**config.mk**
```make
export PLATFORM = sky130hd
export DESIGN_NAME = ouhp_host_port
export DESIGN_NICKNAME = d
export VERILOG_FILES = /design/src/ouhp_pkg.sv /design/src/ouhp_host_port.sv /design/src/ouhp_pin_sync.sv /design/src/ouhp_chan_pins.sv
export SDC_FILE = /design/constraint.sdc
export NUM_CORES = 1
export LEC_CHECK = 0
export BUFFER_PORTS_ARGS = -buffer_cell sky130_fd_sc_hd__buf_4
export CORE_MARGIN = 4
export CORE_UTILIZATION = 38
export CTS_BUF_LIST = sky130_fd_sc_hd__clkbuf_4
export CTS_CLUSTER_SIZE = 10
export DETAILED_ROUTE_END_ITERATION = 10
export GPL_ROUTABILITY_DRIVEN = 0
export HOLD_SLACK_MARGIN = 0.15
export SETUP_SLACK_MARGIN = 0.05
export SLEW_MARGIN = 20
export SYNTH_ARGS = -nofsm -noshare
export SYNTH_HDL_FRONTEND = slang
export SYNTH_SLANG_ARGS = --single-unit
```
**constraint.sdc**
```tcl
create_clock -name clk -period 10.2 [get_ports clk]
set_input_delay 1.02 -clock clk [delete_from_list [all_inputs] [get_ports clk]]
set_output_delay 1.02 -clock clk [all_outputs]
set_load 0.01 [all_outputs]
```
**src/ouhp_pkg.sv**
```systemverilog
// constants and types of the octal uart host port
package ouhp_pkg;

    // ****************************************
    // geometry
    // ****************************************
    localparam int NUM_CHAN   = 8;
    localparam int ADDR_W     = 8;
    localparam int DATA_W     = 8;
    localparam int IDX_LSB    = 0;
    localparam int IDX_W      = 4;
    localparam int CHAN_LSB   = 4;
    localparam int CHAN_W     = 3;
    localparam int GLOBAL_BIT = 7;

    // ****************************************
    // reset values
    // ****************************************
    localparam logic [7:0] ADDR_RST  = 8'h00;
    localparam logic [7:0] DATA_RST  = 8'h00;
    localparam logic       PIN_IDLE  = 1'h1;
    localparam logic       IRQ_LEVEL = 1'h0;

    // decoded register target
    typedef struct packed {
        logic              globalSel;
        logic [CHAN_W-1:0] chan;
        logic [IDX_W-1:0]  idx;
    } ouhp_target_t;

    // per-channel configuration from the register core
    typedef struct packed {
        logic irMode;
        logic irInvert;
        logic flowAuto;
        logic flowUseDtr;
        logic halfDuplex;
        logic rtsGpo;
        logic dtrGpo;
    } ouhp_chan_cfg_t;

    // per-channel live signals from the uart core
    typedef struct packed {
        logic txData;
        logic irTxData;
        logic rxRoom;
        logic txBusy;
    } ouhp_chan_core_t;

    // per-channel pin state back to the core
    typedef struct packed {
        logic rxData;
        logic irRxPulse;
        logic txAllowed;
        logic ctsActive;
        logic dsrActive;
        logic cdActive;
    } ouhp_chan_stat_t;

endpackage : ouhp_pkg

```
**src/ouhp_host_port.sv**
```systemverilog
// host bus port, address decode and pin roles of the octal uart
// ****************************************
// What this block does
// - low four address bits pick one of sixteen channel registers
// - address bits four to six pick the channel, zero to seven
// - top address bit set targets global registers instead of channel
// - strobe-pair style: read strobe fall starts read, byte driven out
// - strobe-pair style: write starts on fall, data latched on trailing edge
// - strobe-pair style: low chip select enables accesses
// - single-strobe style: write strobe pin is direction, high read, low write
// - single-strobe style: chip select pin is the one strobe for both
// - interrupt is active-low open drain, only pulls low
// - all eight channel interrupts merge onto the one output
// - receive input idles high in normal mode
// - infrared receive pulse optionally inverted by feature control bit four
// - serial out carries normal or infrared transmit data
// - request-to-send is flow control, direction control or general output
// - terminal-ready is flow control, direction control or general output
// - clear-to-send and set-ready feed flow control or read as inputs
// ****************************************
`timescale 1ns/100ps
module ouhp_host_port
    import ouhp_pkg::*;
(
    input  wire logic                                clk,
    input  wire logic                                sys_rst,
    input  wire logic                                busStyleSel,
    input  wire logic [ADDR_W-1:0]                   hostAddrLines,
    input  wire logic [DATA_W-1:0]                   hostDataIn,
    output logic      [DATA_W-1:0]                   hostDataOut,
    output logic                                     hostDataOe,
    input  wire logic                                readStrobeN,
    input  wire logic                                writeStrobeN,
    input  wire logic                                chipSelN,
    input  wire logic                                irqLineIn,
    output logic                                     irqLineOut,
    output logic                                     irqLineOe,
    output logic                                     irqLineSeenLow,
    output logic                                     regRdStb,
    output logic                                     regWrStb,
    output ouhp_target_t                             regTarget,
    output logic      [DATA_W-1:0]                   regWrData,
    input  wire logic [DATA_W-1:0]                   regRdData,
    input  wire logic [NUM_CHAN-1:0]                 chanIrq,
    input  wire ouhp_chan_cfg_t  [NUM_CHAN-1:0]      chanCfg,
    input  wire ouhp_chan_core_t [NUM_CHAN-1:0]      chanCore,
    output ouhp_chan_stat_t      [NUM_CHAN-1:0]      chanStat,
    input  wire logic [NUM_CHAN-1:0]                 serialIn,
    input  wire logic [NUM_CHAN-1:0]                 clearSendN,
    input  wire logic [NUM_CHAN-1:0]                 setReadyN,
    input  wire logic [NUM_CHAN-1:0]                 carrierDetectN,
    output logic      [NUM_CHAN-1:0]                 serialOut,
    output logic      [NUM_CHAN-1:0]                 requestSendN,
    output logic      [NUM_CHAN-1:0]                 terminalReadyN
);

    // ****************************************
    // types and helpers
    // ****************************************
    typedef enum logic [1:0] {
        ST_IDLE  = 2'b00,
        ST_FETCH = 2'b01,
        ST_READ  = 2'b10,
        ST_WRITE = 2'b11
    } ouhp_state_t;

    localparam int BUS_W  = ADDR_W + DATA_W + 4;
    localparam logic [BUS_W-1:0] BUS_RST = {ADDR_RST, DATA_RST, 4'hf};

    function automatic ouhp_target_t decodeAddr(input logic [ADDR_W-1:0] a);
        ouhp_target_t t;
        t.idx       = a[IDX_LSB +: IDX_W];
        t.chan      = a[CHAN_LSB +: CHAN_W];
        t.globalSel = a[GLOBAL_BIT];
        return t;
    endfunction : decodeAddr

    // ****************************************
    // pin synchronisers
    // ****************************************
    logic [BUS_W-1:0]        busSync;
    logic [ADDR_W-1:0]       addrS;
    logic [DATA_W-1:0]       dataS;
    logic                    rdNS;
    logic                    wrNS;
    logic                    csNS;
    logic                    irqS;
    logic                    styleS;
    logic [4*NUM_CHAN-1:0]   serSync;

    ouhp_pin_sync #(
        .W       (BUS_W),
        .RST_VAL (BUS_RST)
    ) u_bus_sync (
        .clk     (clk),
        .sys_rst (sys_rst),
        .pinIn   ({hostAddrLines, hostDataIn, readStrobeN, writeStrobeN,
                   chipSelN, irqLineIn}),
        .pinOut  (busSync)
    );

    ouhp_pin_sync #(
        .W       (4*NUM_CHAN),
        .RST_VAL ({(4*NUM_CHAN){PIN_IDLE}})
    ) u_ser_sync (
        .clk     (clk),
        .sys_rst (sys_rst),
        .pinIn   ({serialIn, clearSendN, setReadyN, carrierDetectN}),
        .pinOut  (serSync)
    );

    // bus style strap crosses like any other pin
    ouhp_pin_sync #(
        .W       (1),
        .RST_VAL (PIN_IDLE)
    ) u_style_sync (
        .clk     (clk),
        .sys_rst (sys_rst),
        .pinIn   (busStyleSel),
        .pinOut  (styleS)
    );

    assign {addrS, dataS, rdNS, wrNS, csNS, irqS} = busSync;

    // ****************************************
    // bus style decode
    // ****************************************
    logic rdActive;
    logic wrActive;
    logic rdActQ;
    logic wrActQ;
    logic rdStart;
    logic wrStart;
    logic wrEnd;
    logic rdEnd;

    // strobe pair: chip select gates separate strobes
    // single strobe: chip select is the strobe, write pin is direction
    assign rdActive = styleS ? (!csNS && !rdNS)
                             : (!csNS && wrNS);
    assign wrActive = styleS ? (!csNS && !wrNS)
                             : (!csNS && !wrNS);
    assign rdStart  = rdActive && !rdActQ;
    assign wrStart  = wrActive && !wrActQ;
    assign rdEnd    = !rdActive && rdActQ;
    assign wrEnd    = !wrActive && wrActQ;

    // ****************************************
    // access state machine
    // ****************************************
    ouhp_state_t         stateQ;
    ouhp_state_t         stateD;
    logic [ADDR_W-1:0]   addrQ;
    logic [DATA_W-1:0]   wrHoldQ;
    logic [DATA_W-1:0]   rdDataD;
    logic                oeD;
    logic                rdStbD;
    logic                wrStbD;

    always_comb begin
        stateD = stateQ;
        case (stateQ)
            ST_IDLE: begin
                if (rdStart) begin
                    stateD = ST_FETCH;
                end else if (wrStart) begin
                    stateD = ST_WRITE;
                end
            end
            ST_FETCH: begin
                stateD = rdActive ? ST_READ : ST_IDLE;
            end
            ST_READ: begin
                if (!rdActive) begin
                    stateD = ST_IDLE;
                end
            end
            ST_WRITE: begin
                if (!wrActive) begin
                    stateD = ST_IDLE;
                end
            end
            default: begin
                stateD = ST_IDLE;
            end
        endcase
    end

    assign rdStbD  = (stateQ == ST_IDLE) && rdStart;
    assign wrStbD  = (stateQ == ST_WRITE) && !wrActive;
    assign oeD     = (stateD == ST_READ);
    assign rdDataD = (stateQ == ST_FETCH) ? regRdData : hostDataOut;

    always_ff @(posedge clk or posedge sys_rst) begin
        if (sys_rst) begin
            stateQ <= ST_IDLE;
            rdActQ <= 1'h0;
            wrActQ <= 1'h0;
        end else begin
            stateQ <= stateD;
            rdActQ <= rdActive;
            wrActQ <= wrActive;
        end
    end

    always_ff @(posedge clk or posedge sys_rst) begin
        if (sys_rst) begin
            addrQ   <= ADDR_RST;
            wrHoldQ <= DATA_RST;
        end else begin
            if (stateQ == ST_IDLE && (rdStart || wrStart)) begin
                addrQ <= addrS;
            end
            if (wrActive) begin
                wrHoldQ <= dataS;
            end
        end
    end

    always_ff @(posedge clk or posedge sys_rst) begin
        if (sys_rst) begin
            regRdStb    <= 1'h0;
            regWrStb    <= 1'h0;
            regTarget   <= '0;
            regWrData   <= DATA_RST;
            hostDataOut <= DATA_RST;
            hostDataOe  <= 1'h0;
        end else begin
            regRdStb    <= rdStbD;
            regWrStb    <= wrStbD;
            regTarget   <= decodeAddr(rdStbD ? addrS : addrQ);
            regWrData   <= wrHoldQ;
            hostDataOut <= rdDataD;
            hostDataOe  <= oeD;
        end
    end

    // ****************************************
    // shared interrupt line
    // ****************************************
    always_ff @(posedge clk or posedge sys_rst) begin
        if (sys_rst) begin
            irqLineOut     <= IRQ_LEVEL;
            irqLineOe      <= 1'h0;
            irqLineSeenLow <= 1'h0;
        end else begin
            irqLineOut     <= IRQ_LEVEL;
            irqLineOe      <= |chanIrq;
            irqLineSeenLow <= !irqS;
        end
    end

    // ****************************************
    // channel pins
    // ****************************************
    for (genvar c = 0; c < NUM_CHAN; c++) begin : g_chan
        ouhp_chan_pins u_chan (
            .clk            (clk),
            .sys_rst        (sys_rst),
            .cfg            (chanCfg[c]),
            .core           (chanCore[c]),
            .serialIn       (serSync[3*NUM_CHAN + c]),
            .clearSendN     (serSync[2*NUM_CHAN + c]),
            .setReadyN      (serSync[NUM_CHAN + c]),
            .carrierDetectN (serSync[c]),
            .serialOut      (serialOut[c]),
            .requestSendN   (requestSendN[c]),
            .terminalReadyN (terminalReadyN[c]),
            .stat           (chanStat[c])
        );
    end

    // ****************************************
    // assertions
    // ****************************************
    a_idx_decode: assert property (@(posedge clk) disable iff (sys_rst)
        rdStbD |=> regTarget.idx == $past(addrS[IDX_LSB +: IDX_W]))
        else $error("register index not taken from low address bits");

    a_chan_decode: assert property (@(posedge clk) disable iff (sys_rst)
        regWrStb |-> regTarget.chan == addrQ[CHAN_LSB +: CHAN_W])
        else $error("channel not taken from address bits four to six");

    a_global_sel: assert property (@(posedge clk) disable iff (sys_rst)
        rdStbD |=> regTarget.globalSel == $past(addrS[GLOBAL_BIT]))
        else $error("global select not taken from top address bit");

    a_read_start: assert property (@(posedge clk) disable iff (sys_rst)
        styleS && stateQ == ST_IDLE && !csNS && !rdNS && !rdActQ
        |=> regRdStb ##1 (hostDataOut == $past(regRdData) || !hostDataOe))
        else $error("read strobe fall did not fetch and present the byte");

    a_write_trail: assert property (@(posedge clk) disable iff (sys_rst)
        stateQ == ST_WRITE && !wrActive |=> regWrStb && regWrData == $past(wrHoldQ))
        else $error("write not committed on strobe trailing edge");

    a_cs_gate: assert property (@(posedge clk) disable iff (sys_rst)
        csNS |-> !rdActive && !wrActive)
        else $error("access taken with chip select high");

    a_dir_line: assert property (@(posedge clk) disable iff (sys_rst)
        !styleS && rdStart |-> wrNS)
        else $error("single-strobe read with direction low");

    a_one_strobe: assert property (@(posedge clk) disable iff (sys_rst)
        !styleS && !csNS && !wrNS && !wrActQ |=> stateQ != ST_IDLE || stateD != ST_IDLE
        || $past(stateQ) != ST_IDLE)
        else $error("single-strobe write not started");

    a_irq_drain: assert property (@(posedge clk) disable iff (sys_rst)
        irqLineOe |-> irqLineOut == IRQ_LEVEL)
        else $error("interrupt pin drives high");

    a_irq_merge: assert property (@(posedge clk) disable iff (sys_rst)
        |chanIrq |=> irqLineOe)
        else $error("channel interrupt not merged onto line");

    a_oe_read: assert property (@(posedge clk) disable iff (sys_rst)
        hostDataOe |-> stateQ == ST_READ && $past(rdActive))
        else $error("data bus driven outside a read");

    a_oe_release: assert property (@(posedge clk) disable iff (sys_rst)
        rdEnd |=> !hostDataOe)
        else $error("data bus not released after read");

    a_oe_data: assert property (@(posedge clk) disable iff (sys_rst)
        hostDataOe && $past(stateQ) == ST_FETCH |-> hostDataOut == $past(regRdData))
        else $error("fetched byte not presented on the data bus");

    a_wr_single: assert property (@(posedge clk) disable iff (sys_rst)
        !styleS && stateQ == ST_WRITE && csNS |=> regWrStb)
        else $error("single-strobe write not committed on strobe release");

    c_read: cover property (@(posedge clk) disable iff (sys_rst)
        regRdStb ##[1:4] hostDataOe);
    c_write: cover property (@(posedge clk) disable iff (sys_rst)
        wrEnd ##1 regWrStb);
    c_single: cover property (@(posedge clk) disable iff (sys_rst)
        !styleS && rdStart);
    c_single_wr: cover property (@(posedge clk) disable iff (sys_rst)
        !styleS && wrStart);
    c_irq: cover property (@(posedge clk) disable iff (sys_rst)
        $rose(irqLineOe));

endmodule : ouhp_host_port

```
**src/ouhp_pin_sync.sv**
```systemverilog
// three-stage pin synchroniser with agreement filter
`timescale 1ns/100ps
module ouhp_pin_sync
    import ouhp_pkg::*;
#(
    parameter int         W       = 1,
    parameter logic [W-1:0] RST_VAL = '0
) (
    input  wire logic         clk,
    input  wire logic         sys_rst,
    input  wire logic [W-1:0] pinIn,
    output logic      [W-1:0] pinOut
);

    logic [W-1:0] s1Q;
    logic [W-1:0] s2Q;
    logic [W-1:0] s3Q;
    logic [W-1:0] outD;

    // a bit moves only when stages two and three agree
    assign outD = (s2Q & s3Q) | (pinOut & (s2Q ^ s3Q));

    always_ff @(posedge clk or posedge sys_rst) begin
        if (sys_rst) begin
            s1Q    <= RST_VAL;
            s2Q    <= RST_VAL;
            s3Q    <= RST_VAL;
            pinOut <= RST_VAL;
        end else begin
            s1Q    <= pinIn;
            s2Q    <= s1Q;
            s3Q    <= s2Q;
            pinOut <= outD;
        end
    end

endmodule : ouhp_pin_sync

```
**src/ouhp_chan_pins.sv**
```systemverilog
// pin function selection of one serial channel
`timescale 1ns/100ps
module ouhp_chan_pins
    import ouhp_pkg::*;
(
    input  wire logic            clk,
    input  wire logic            sys_rst,
    input  wire ouhp_chan_cfg_t  cfg,
    input  wire ouhp_chan_core_t core,
    input  wire logic            serialIn,
    input  wire logic            clearSendN,
    input  wire logic            setReadyN,
    input  wire logic            carrierDetectN,
    output logic                 serialOut,
    output logic                 requestSendN,
    output logic                 terminalReadyN,
    output ouhp_chan_stat_t      stat
);

    logic            txD;
    logic            dirLevelN;
    logic            flowLevelN;
    logic            rtsD;
    logic            dtrD;
    ouhp_chan_stat_t statD;

    assign txD        = cfg.irMode ? core.irTxData : core.txData;
    assign dirLevelN  = ~core.txBusy;
    assign flowLevelN = ~core.rxRoom;
    assign rtsD = cfg.halfDuplex ? dirLevelN :
                  (cfg.flowAuto && !cfg.flowUseDtr) ? flowLevelN : ~cfg.rtsGpo;
    assign dtrD = cfg.halfDuplex ? dirLevelN :
                  (cfg.flowAuto && cfg.flowUseDtr) ? flowLevelN : ~cfg.dtrGpo;
    assign statD.rxData    = cfg.irMode ? PIN_IDLE : serialIn;
    assign statD.irRxPulse = cfg.irMode & (serialIn ^ cfg.irInvert);
    assign statD.txAllowed = !cfg.flowAuto ||
                             (cfg.flowUseDtr ? !setReadyN : !clearSendN);
    assign statD.ctsActive = ~clearSendN;
    assign statD.dsrActive = ~setReadyN;
    assign statD.cdActive  = ~carrierDetectN;

    always_ff @(posedge clk or posedge sys_rst) begin
        if (sys_rst) begin
            serialOut      <= PIN_IDLE;
            requestSendN   <= PIN_IDLE;
            terminalReadyN <= PIN_IDLE;
            stat           <= '0;
        end else begin
            serialOut      <= txD;
            requestSendN   <= rtsD;
            terminalReadyN <= dtrD;
            stat           <= statD;
        end
    end

    a_ir_invert: assert property (@(posedge clk) disable iff (sys_rst)
        cfg.irMode |=> stat.irRxPulse == ($past(serialIn) ^ $past(cfg.irInvert)))
        else $error("ir receive pulse not inverted as configured");
    a_rx_normal: assert property (@(posedge clk) disable iff (sys_rst)
        !cfg.irMode |=> stat.rxData == $past(serialIn))
        else $error("normal receive data does not follow pin");
    a_cts_flow: assert property (@(posedge clk) disable iff (sys_rst)
        cfg.flowAuto && !cfg.flowUseDtr && clearSendN |=> !stat.txAllowed)
        else $error("transmit allowed while clear-to-send inactive");

endmodule : ouhp_chan_pins

```
==> results of run 1 <==
critical path, cell delays in order:
cell and delay [ns]:
buf_4 0.13, inv_8 0.46, buf_4 0.87, buf_4 0.75
through the flow:
step                      hold slack, ns  cells  setup slack, ns
after floorplan                    0.331    663            0.240
after detailed placement           0.335   1282             6.71
after CTS                          0.320   1431             7.44
after global routing               0.306   1433             7.07
final                              0.328   1433             7.53
after global placement             0.332   1282             6.72
where the power goes:
group          switching [mW]  total (mW)  internal [mW]
Sequential             0.0752        1.59           1.51
Clock                   0.488        1.18          0.691
Combinational           0.174       0.418          0.245
Total                   0.737        3.19           2.45
metal layers:
layer | vias to the layer above | global-route usage | wire (um)
met5 | - | 0 | 0
met4 | 0 | 0.0533 | 344
met3 | 37 | 0.0447 | 1580
met2 | 217 | 0.180 | 8950
met1 | 3023 | 0.145 | 7870
li1 | 2892 | - | -
worst min path at each step:
stage                             from            endpoint  slack, ns  depth (start not counted)
global placement     u_bus_sync.s1Q[5]   u_bus_sync.s2Q[5]       0.33                          0
floorplan           u_bus_sync.s1Q[10]  u_bus_sync.s2Q[10]       0.33                          0
global route        u_ser_sync.s1Q[27]  u_ser_sync.s2Q[27]       0.31                          0
CTS                 u_ser_sync.s1Q[27]  u_ser_sync.s2Q[27]       0.32                          0
finish              u_ser_sync.s1Q[27]  u_ser_sync.s2Q[27]       0.33                          0
detailed placement  u_bus_sync.s1Q[18]  u_bus_sync.s2Q[18]       0.33                          0
final cells by class:
class / count / area (um^2) / share of cell area
Sequential cell: 333 / 8550 / 0.583
Clock inverter: 9 / 120 / 0.00819
Clock buffer: 140 / 1050 / 0.0717
Inverter: 27 / 109 / 0.00742
Tap cell: 384 / 480 / 0.0328
Timing Repair Buffer: 262 / 1970 / 0.134
Antenna cell: 2 / 5.00 / 0.000341
Multi-Input combinational cell: 276 / 2380 / 0.162
registers in the layout, indices dropped and copies added, names as in the netlist, 20 cells and up:
register / count
g_chan.u_chan.stat: 48
u_ser_sync.s3Q: 32
u_ser_sync.pinOut: 32
u_ser_sync.s1Q: 32
u_bus_sync.s1Q: 20
u_bus_sync.s3Q: 20
u_bus_sync.pinOut: 20
u_ser_sync.s2Q: 32
u_bus_sync.s2Q: 20
synthesized netlist by cell type:
cell type | count | area [um^2]
dfstp_2 | 172 | 4520
dfrtp_1 | 161 | 4030
ha_1 | 53 | 663
a21o_1 | 52 | 390
mux2_2 | 48 | 541
inv_1 | 27 | 101
nand2_1 | 27 | 101
buf_4 | 25 | 188
o21ai_0 | 24 | 120
nand2b_1 | 17 | 106
or2_2 | 9 | 56.3
and2_1 | 8 | 50.1
mux2_4 | 8 | 120
xor2_1 | 8 | 70.1
nor2_1 | 4 | 15.0
a21oi_1 | 3 | 15.0
nor4_1 | 3 | 18.8
a21oi_4 | 2 | 32.5
a2111oi_0 | 1 | 8.76
a21boi_0 | 1 | 7.51
a21o_2 | 1 | 8.76
a221oi_1 | 1 | 8.76
buf_1 | 1 | 3.75
clkbuf_1 | 1 | 3.75
conb_1 | 1 | 3.75
mux2i_1 | 1 | 10.0
or2b_1 | 1 | 7.51
or2b_2 | 1 | 8.76
or3_1 | 1 | 6.26
or4_4 | 1 | 11.3
cells by family after synthesis:
family | count (synthesis) | synth area share
mux | 57 | 0.0597
simple gates | 72 | 0.0340
other cells | 1 | 0.000334
xor+xnor | 8 | 0.00624
flops | 333 | 0.761
compound gates | 85 | 0.0527
fa+ha+maj | 53 | 0.0591
buf+inv | 54 | 0.0264
==> out/qor.yml, run 1 <==
setup_path:
  end_kind: "asynchronous set/reset pin"
  arrival_ns: 3.33
  worst-path-max-fanout: 106
  reg2reg_slack_ns: 8.21
  crit_type: "input pin to asynchronous set/reset pin"
  startpoint: "sys_rst"
  worstPathRequired_ns: 10.86
  reg2reg_depth: 4
  start_kind: "input pin"
  timing.rr.end: "addrQ[1]"
  crit_end: "regTarget[3]"
  reg2reg_from: "stateQ[1]"
die:
  ios: 261
  fp.dieArea_mm2: 0.0324
  start_util: 0.388
  fp.coreArea_mm2: 0.0289
  fp.dieW_um: 180
  core.rowCount: 62
  fp.dieH_um: 180
detailed_routing:
  vias: 6169
  routed_wl_um: 18700
  via_per_inst: 4.30
  drt_iter0_drc: 167
  drc: 0
  ant_nets: 0
  post_drt_wl_per_cell_um: 13.1
  drt-pass1-iter-count: 4
cells_and_area:
  syn2layout_area_growth_pct: 30.6
  fill_cells: 2530
  layout.nets: 1197
  drive_gt1_frac: 0.622
  layout.cells.most_common_list: "buf_4, dfstp_2, dfrtp_1"
  mostFrequentLayoutCell: "buf_4"
  fin_area_mm2: 0.0147
  fin_util: 0.507
synthesis:
  ys_seq_elements: 333
  ys_warn_count: 0
  ys_types: 30
  synth_cells: 663
  syn_area_per_cell_um2: 16.9
  syn_area_mm2: 0.0112
  yosysSeqAreaShare: 0.761
  synthesis.nets: 875
clock_network:
  clk_path_buf_depth: 3
  cts_tree: "done"
  cts_htree_levels: 3
  cts.sinks: 333
  cts_resized: 0
  path_clk_slew_ns: 0.06
  worstSkewPairLatency_ns: 0.64
  cts_setup_buffers: 0
  cts_hold_buf: 0
  cts_made_buffers: 85
  root_buffer: "clkbuf_4"
global_route:
  track_usage: 0.116
  grt_pass1_vias: 6680
  grt_max_degree: 107
  grt_pass1_wl_um: 31600
  antenna_found_initial: 1
  overflow: 0
power_and_ir_drop:
  pwr_density_cell_mw_per_mm2: 217
  leakagePower_nw: 7.11
  irDropWorstVdd_v: 0.0000999
  p_total_mw: 3.19
timing:
  setup_viol: 0
  rsz0062_at_grt: "no"
  fin_crit_sh: 0.262
  worstMarginPinSlew_ns: 0.964
  max_slew_margin: 0.357
  max_freq_mhz: 374
  fin_crit_ns: 2.67
  clock_skew_ns: 0.0326
  setup-tns-final_ns: 0
  drv_slew: 0
  hold_violations: 0
placed_design:
  place_hpwl_um: 12700
  postPlaceCellArea_mm2: 0.0135
  io_buffer_count: 259
hold_path:
  hold_class: "register to register"
run_status:
  status: "completed"
run:
  maxCapViolCount: 0
Note: power is estimated with default switching activity, not from simulation.
==> run 2: changes to the inputs <==
==> constraint.sdc (replaced) <==
create_clock -name clk -period 2.47 [get_ports clk]
set_input_delay 0.247 -clock clk [delete_from_list [all_inputs] [get_ports clk]]
set_output_delay 0.247 -clock clk [all_outputs]
set_load 0.01 [all_outputs]
==> out/qor.yml, run 2 (same netlist as run 1, synthesis figures left out) <==
placed_design:
  io_buffer_count: 259  # unchanged
  postPlaceCellArea_mm2: 0.0136  # was 0.0135 mm^2
  place_hpwl_um: 13300  # was 12700 um
detailed_routing:
  wirelength_met1_um: 8530  # was 7870 um
  wl_met3_um: 1720  # was 1580 um
  via_per_inst: 4.26  # was 4.30
  vias: 6882  # was 6169
  ant_nets: 0  # unchanged
  wl_met2_um: 10600  # was 8950 um
  routed_wl_um: 21400  # was 18700 um
  drc: 0  # unchanged
  highest_layer: "met4"  # unchanged
  drt-pass1-iter-count: 4  # unchanged
  post_drt_wl_per_cell_um: 13.2  # was 13.1 um
  drt_iter0_drc: 159  # was 167
cells_and_area:
  largest_reg_flops: 48  # unchanged
  layout.nets: 1371  # was 1197
  syn2layout_area_growth_pct: 46.2  # was 30.6%
  largest_register: "g_chan.u_chan.stat"  # unchanged
  layout.cells.most_common_list: "buf_4, dfstp_2, dlygate4sd3_1"  # was buf_4, dfstp_2, dfrtp_1
  fin_util: 0.567  # was 0.507
  fill_cells: 2305  # was 2530
  drive_gt1_frac: 0.543  # was 0.622
  mostFrequentLayoutCell: "buf_4"  # unchanged
  fin_area_mm2: 0.0164  # was 0.0147 mm^2
hold_path:
  min_to: "u_bus_sync.s1Q[16]"  # was u_ser_sync.s2Q[27]
  hold_class: "input pin to register"  # was register to register
  worstHoldStart: "hostAddrLines[4]"  # was u_ser_sync.s1Q[27]
  whs_path_depth: 2  # was 0
power_and_ir_drop:
  leakagePower_nw: 7.84  # was 7.11 nW
  pwr_density_cell_mw_per_mm2: 809  # was 217 mW/mm^2
  swShare: 0.240  # was 0.231
  irDropWorstVdd_v: 0.000416  # was 0.0000999 V
  power.clock.fraction: 0.354  # was 0.370
  switching_power_mw: 3.18  # was 737 uW
  internal_power_mw: 10.1  # was 2.45 mW
  p_comb_frac: 0.151  # was 0.131
  seqPwrFrac: 0.495  # was 0.499
die:
  ios: 261  # unchanged
  fp.coreArea_mm2: 0.0289  # unchanged
  start_util: 0.388  # unchanged
  fp.dieArea_mm2: 0.0324  # unchanged
  fp.dieW_um: 180  # unchanged
  core.rowCount: 62  # unchanged
  fp.dieH_um: 180  # unchanged
timing:
  fin_crit_sh: 0.808
  setup-tns-final_ns: 0  # unchanged
  hold_violations: 0  # unchanged
  fin_crit_ns: 1.99
  worstMarginPinSlew_ns: 0.944  # was 0.964 ns
  max_slew_margin: 0.368  # was 0.357
  rsz0062_at_grt: "no"  # unchanged
  drv_slew: 0  # unchanged
  max_freq_mhz: 501
  setup_viol: 0  # unchanged
  clock_skew_ns: 0.0474  # was 0.0326 ns
setup_path:
  timing.rr.end: "addrQ[6]"  # was addrQ[1]
  reg2reg_slack_ns: 0.48  # was 8.21 ns
  worstPathCellList: "or4_4 > a21oi_4 > a21oi_4 > mux2_4"  # was buf_4 > inv_8 > buf_4 > buf_4
  reg2reg_from: "stateQ[1]"  # unchanged
  crit_type: "register to register"  # was input pin to asynchronous set/reset pin
  cp_common_cell: "a21oi_4"  # was buf_4
  cp_slowest_cell: "or4_4"  # was buf_4
  arrival_ns: 2.50  # was 3.33 ns
  worst-path-max-fanout: 10  # was 106
  reg2reg_depth: 4  # unchanged
  worstPathRequired_ns: 2.98  # was 10.86 ns
  start_kind: "register"  # was input pin
  cpPeakStageDelay_ns: 0.55  # was 0.87 ns
  end_kind: "register"  # was asynchronous set/reset pin
clock_network:
  path_clk_slew_ns: 0.06  # about the same
  cts_tree: "done"  # unchanged
  cts_made_buffers: 86  # was 85
  root_buffer: "clkbuf_4"  # unchanged
  worstSkewPairLatency_ns: 0.67  # was 0.64 ns
  cts_htree_levels: 3  # unchanged
  cts.sinks: 333  # unchanged
  clk_path_buf_depth: 3  # unchanged
global_route:
  grt_pass1_vias: 7773  # was 6680
  overflow: 0  # unchanged
  track_usage: 0.136  # was 0.116
  grt_max_degree: 102  # was 107
  grt_pass1_wl_um: 36800  # was 31600 um
  antenna_found_initial: 1  # unchanged
run:
  maxCapViolCount: 0  # unchanged
run_status:
  status: "completed"  # unchanged
run 2: critical path: cells and delay by family (launching register included):
kind	cells	cell delay (ns)
muxes	1	0.34
DFF	1	0.45
and+or+nand+nor	1	0.55
AOI/OAI and AO/OA	2	0.51
run 2: worst max-delay path by stage:
stage,startpoint,to,slack (ns),depth (start not counted)
CTS,stateQ[1],addrQ[6],0.45,4
finish,stateQ[1],addrQ[6],0.48,4
global route,stateQ[1],addrQ[6],0.36,4
floorplan,sys_rst,addrQ[0],-2.09,1
global placement,stateQ[1],addrQ[2],0.53,4
detailed placement,stateQ[1],addrQ[2],0.50,4
run 2: power by group through the flow:
stage / combinational, mW / sequential [mW] / clock, mW
2_1_floorplan: 0.853 / 6.70 / 0
3_3_place_gp: 1.77 / 6.65 / 0
3_5_place_dp: 1.80 / 6.66 / 0
4_1_cts: 2.03 / 6.57 / 4.97
5_1_grt: 2.20 / 6.65 / 5.28
6_report: 2.01 / 6.57 / 4.70
run 2: layout make-up:
| cell class | count | area, um^2 | share of cell area |
|---|---|---|---|
| diodes | 2 | 5.00 | 0.000305 |
| clock buffers | 144 | 1080 | 0.0659 |
| clock inverters | 16 | 75.1 | 0.00457 |
| inverters | 27 | 105 | 0.00640 |
| multi-input cells | 276 | 2380 | 0.145 |
| flip-flops and latches | 333 | 8550 | 0.521 |
| well taps | 384 | 480 | 0.0293 |
| repair buffers | 435 | 3740 | 0.228 |
run 2: per-layer routing:
metal | vias to the layer above | track usage
met4 | 0 | 0.0619
met2 | 248 | 0.224
met3 | 40 | 0.0501
met5 | - | 0
met1 | 3332 | 0.159
li1 | 3262 | -
run 2: per-stage QoR:
stage | power (mW) | hold slack [ns] | std cells | setup slack, ns
after floorplan | 7.55 | 0.251 | 663 | -2.09
after global placement | 8.42 | 0.308 | 1292 | 0.526
after detailed placement | 8.46 | 0.302 | 1292 | 0.502
after CTS | 13.6 | 0.150 | 1614 | 0.446
after global routing | 14.1 | 0.153 | 1617 | 0.363
final | 13.3 | 0.241 | 1617 | 0.475
run 2: repair_timing:
item | 4_1_cts | 5_1_grt
hold buffers | 162 | 1
endpoints found under the hold margin | 233 | 1
resized for setup | 0 | 0
setup buffers | 0 | 0
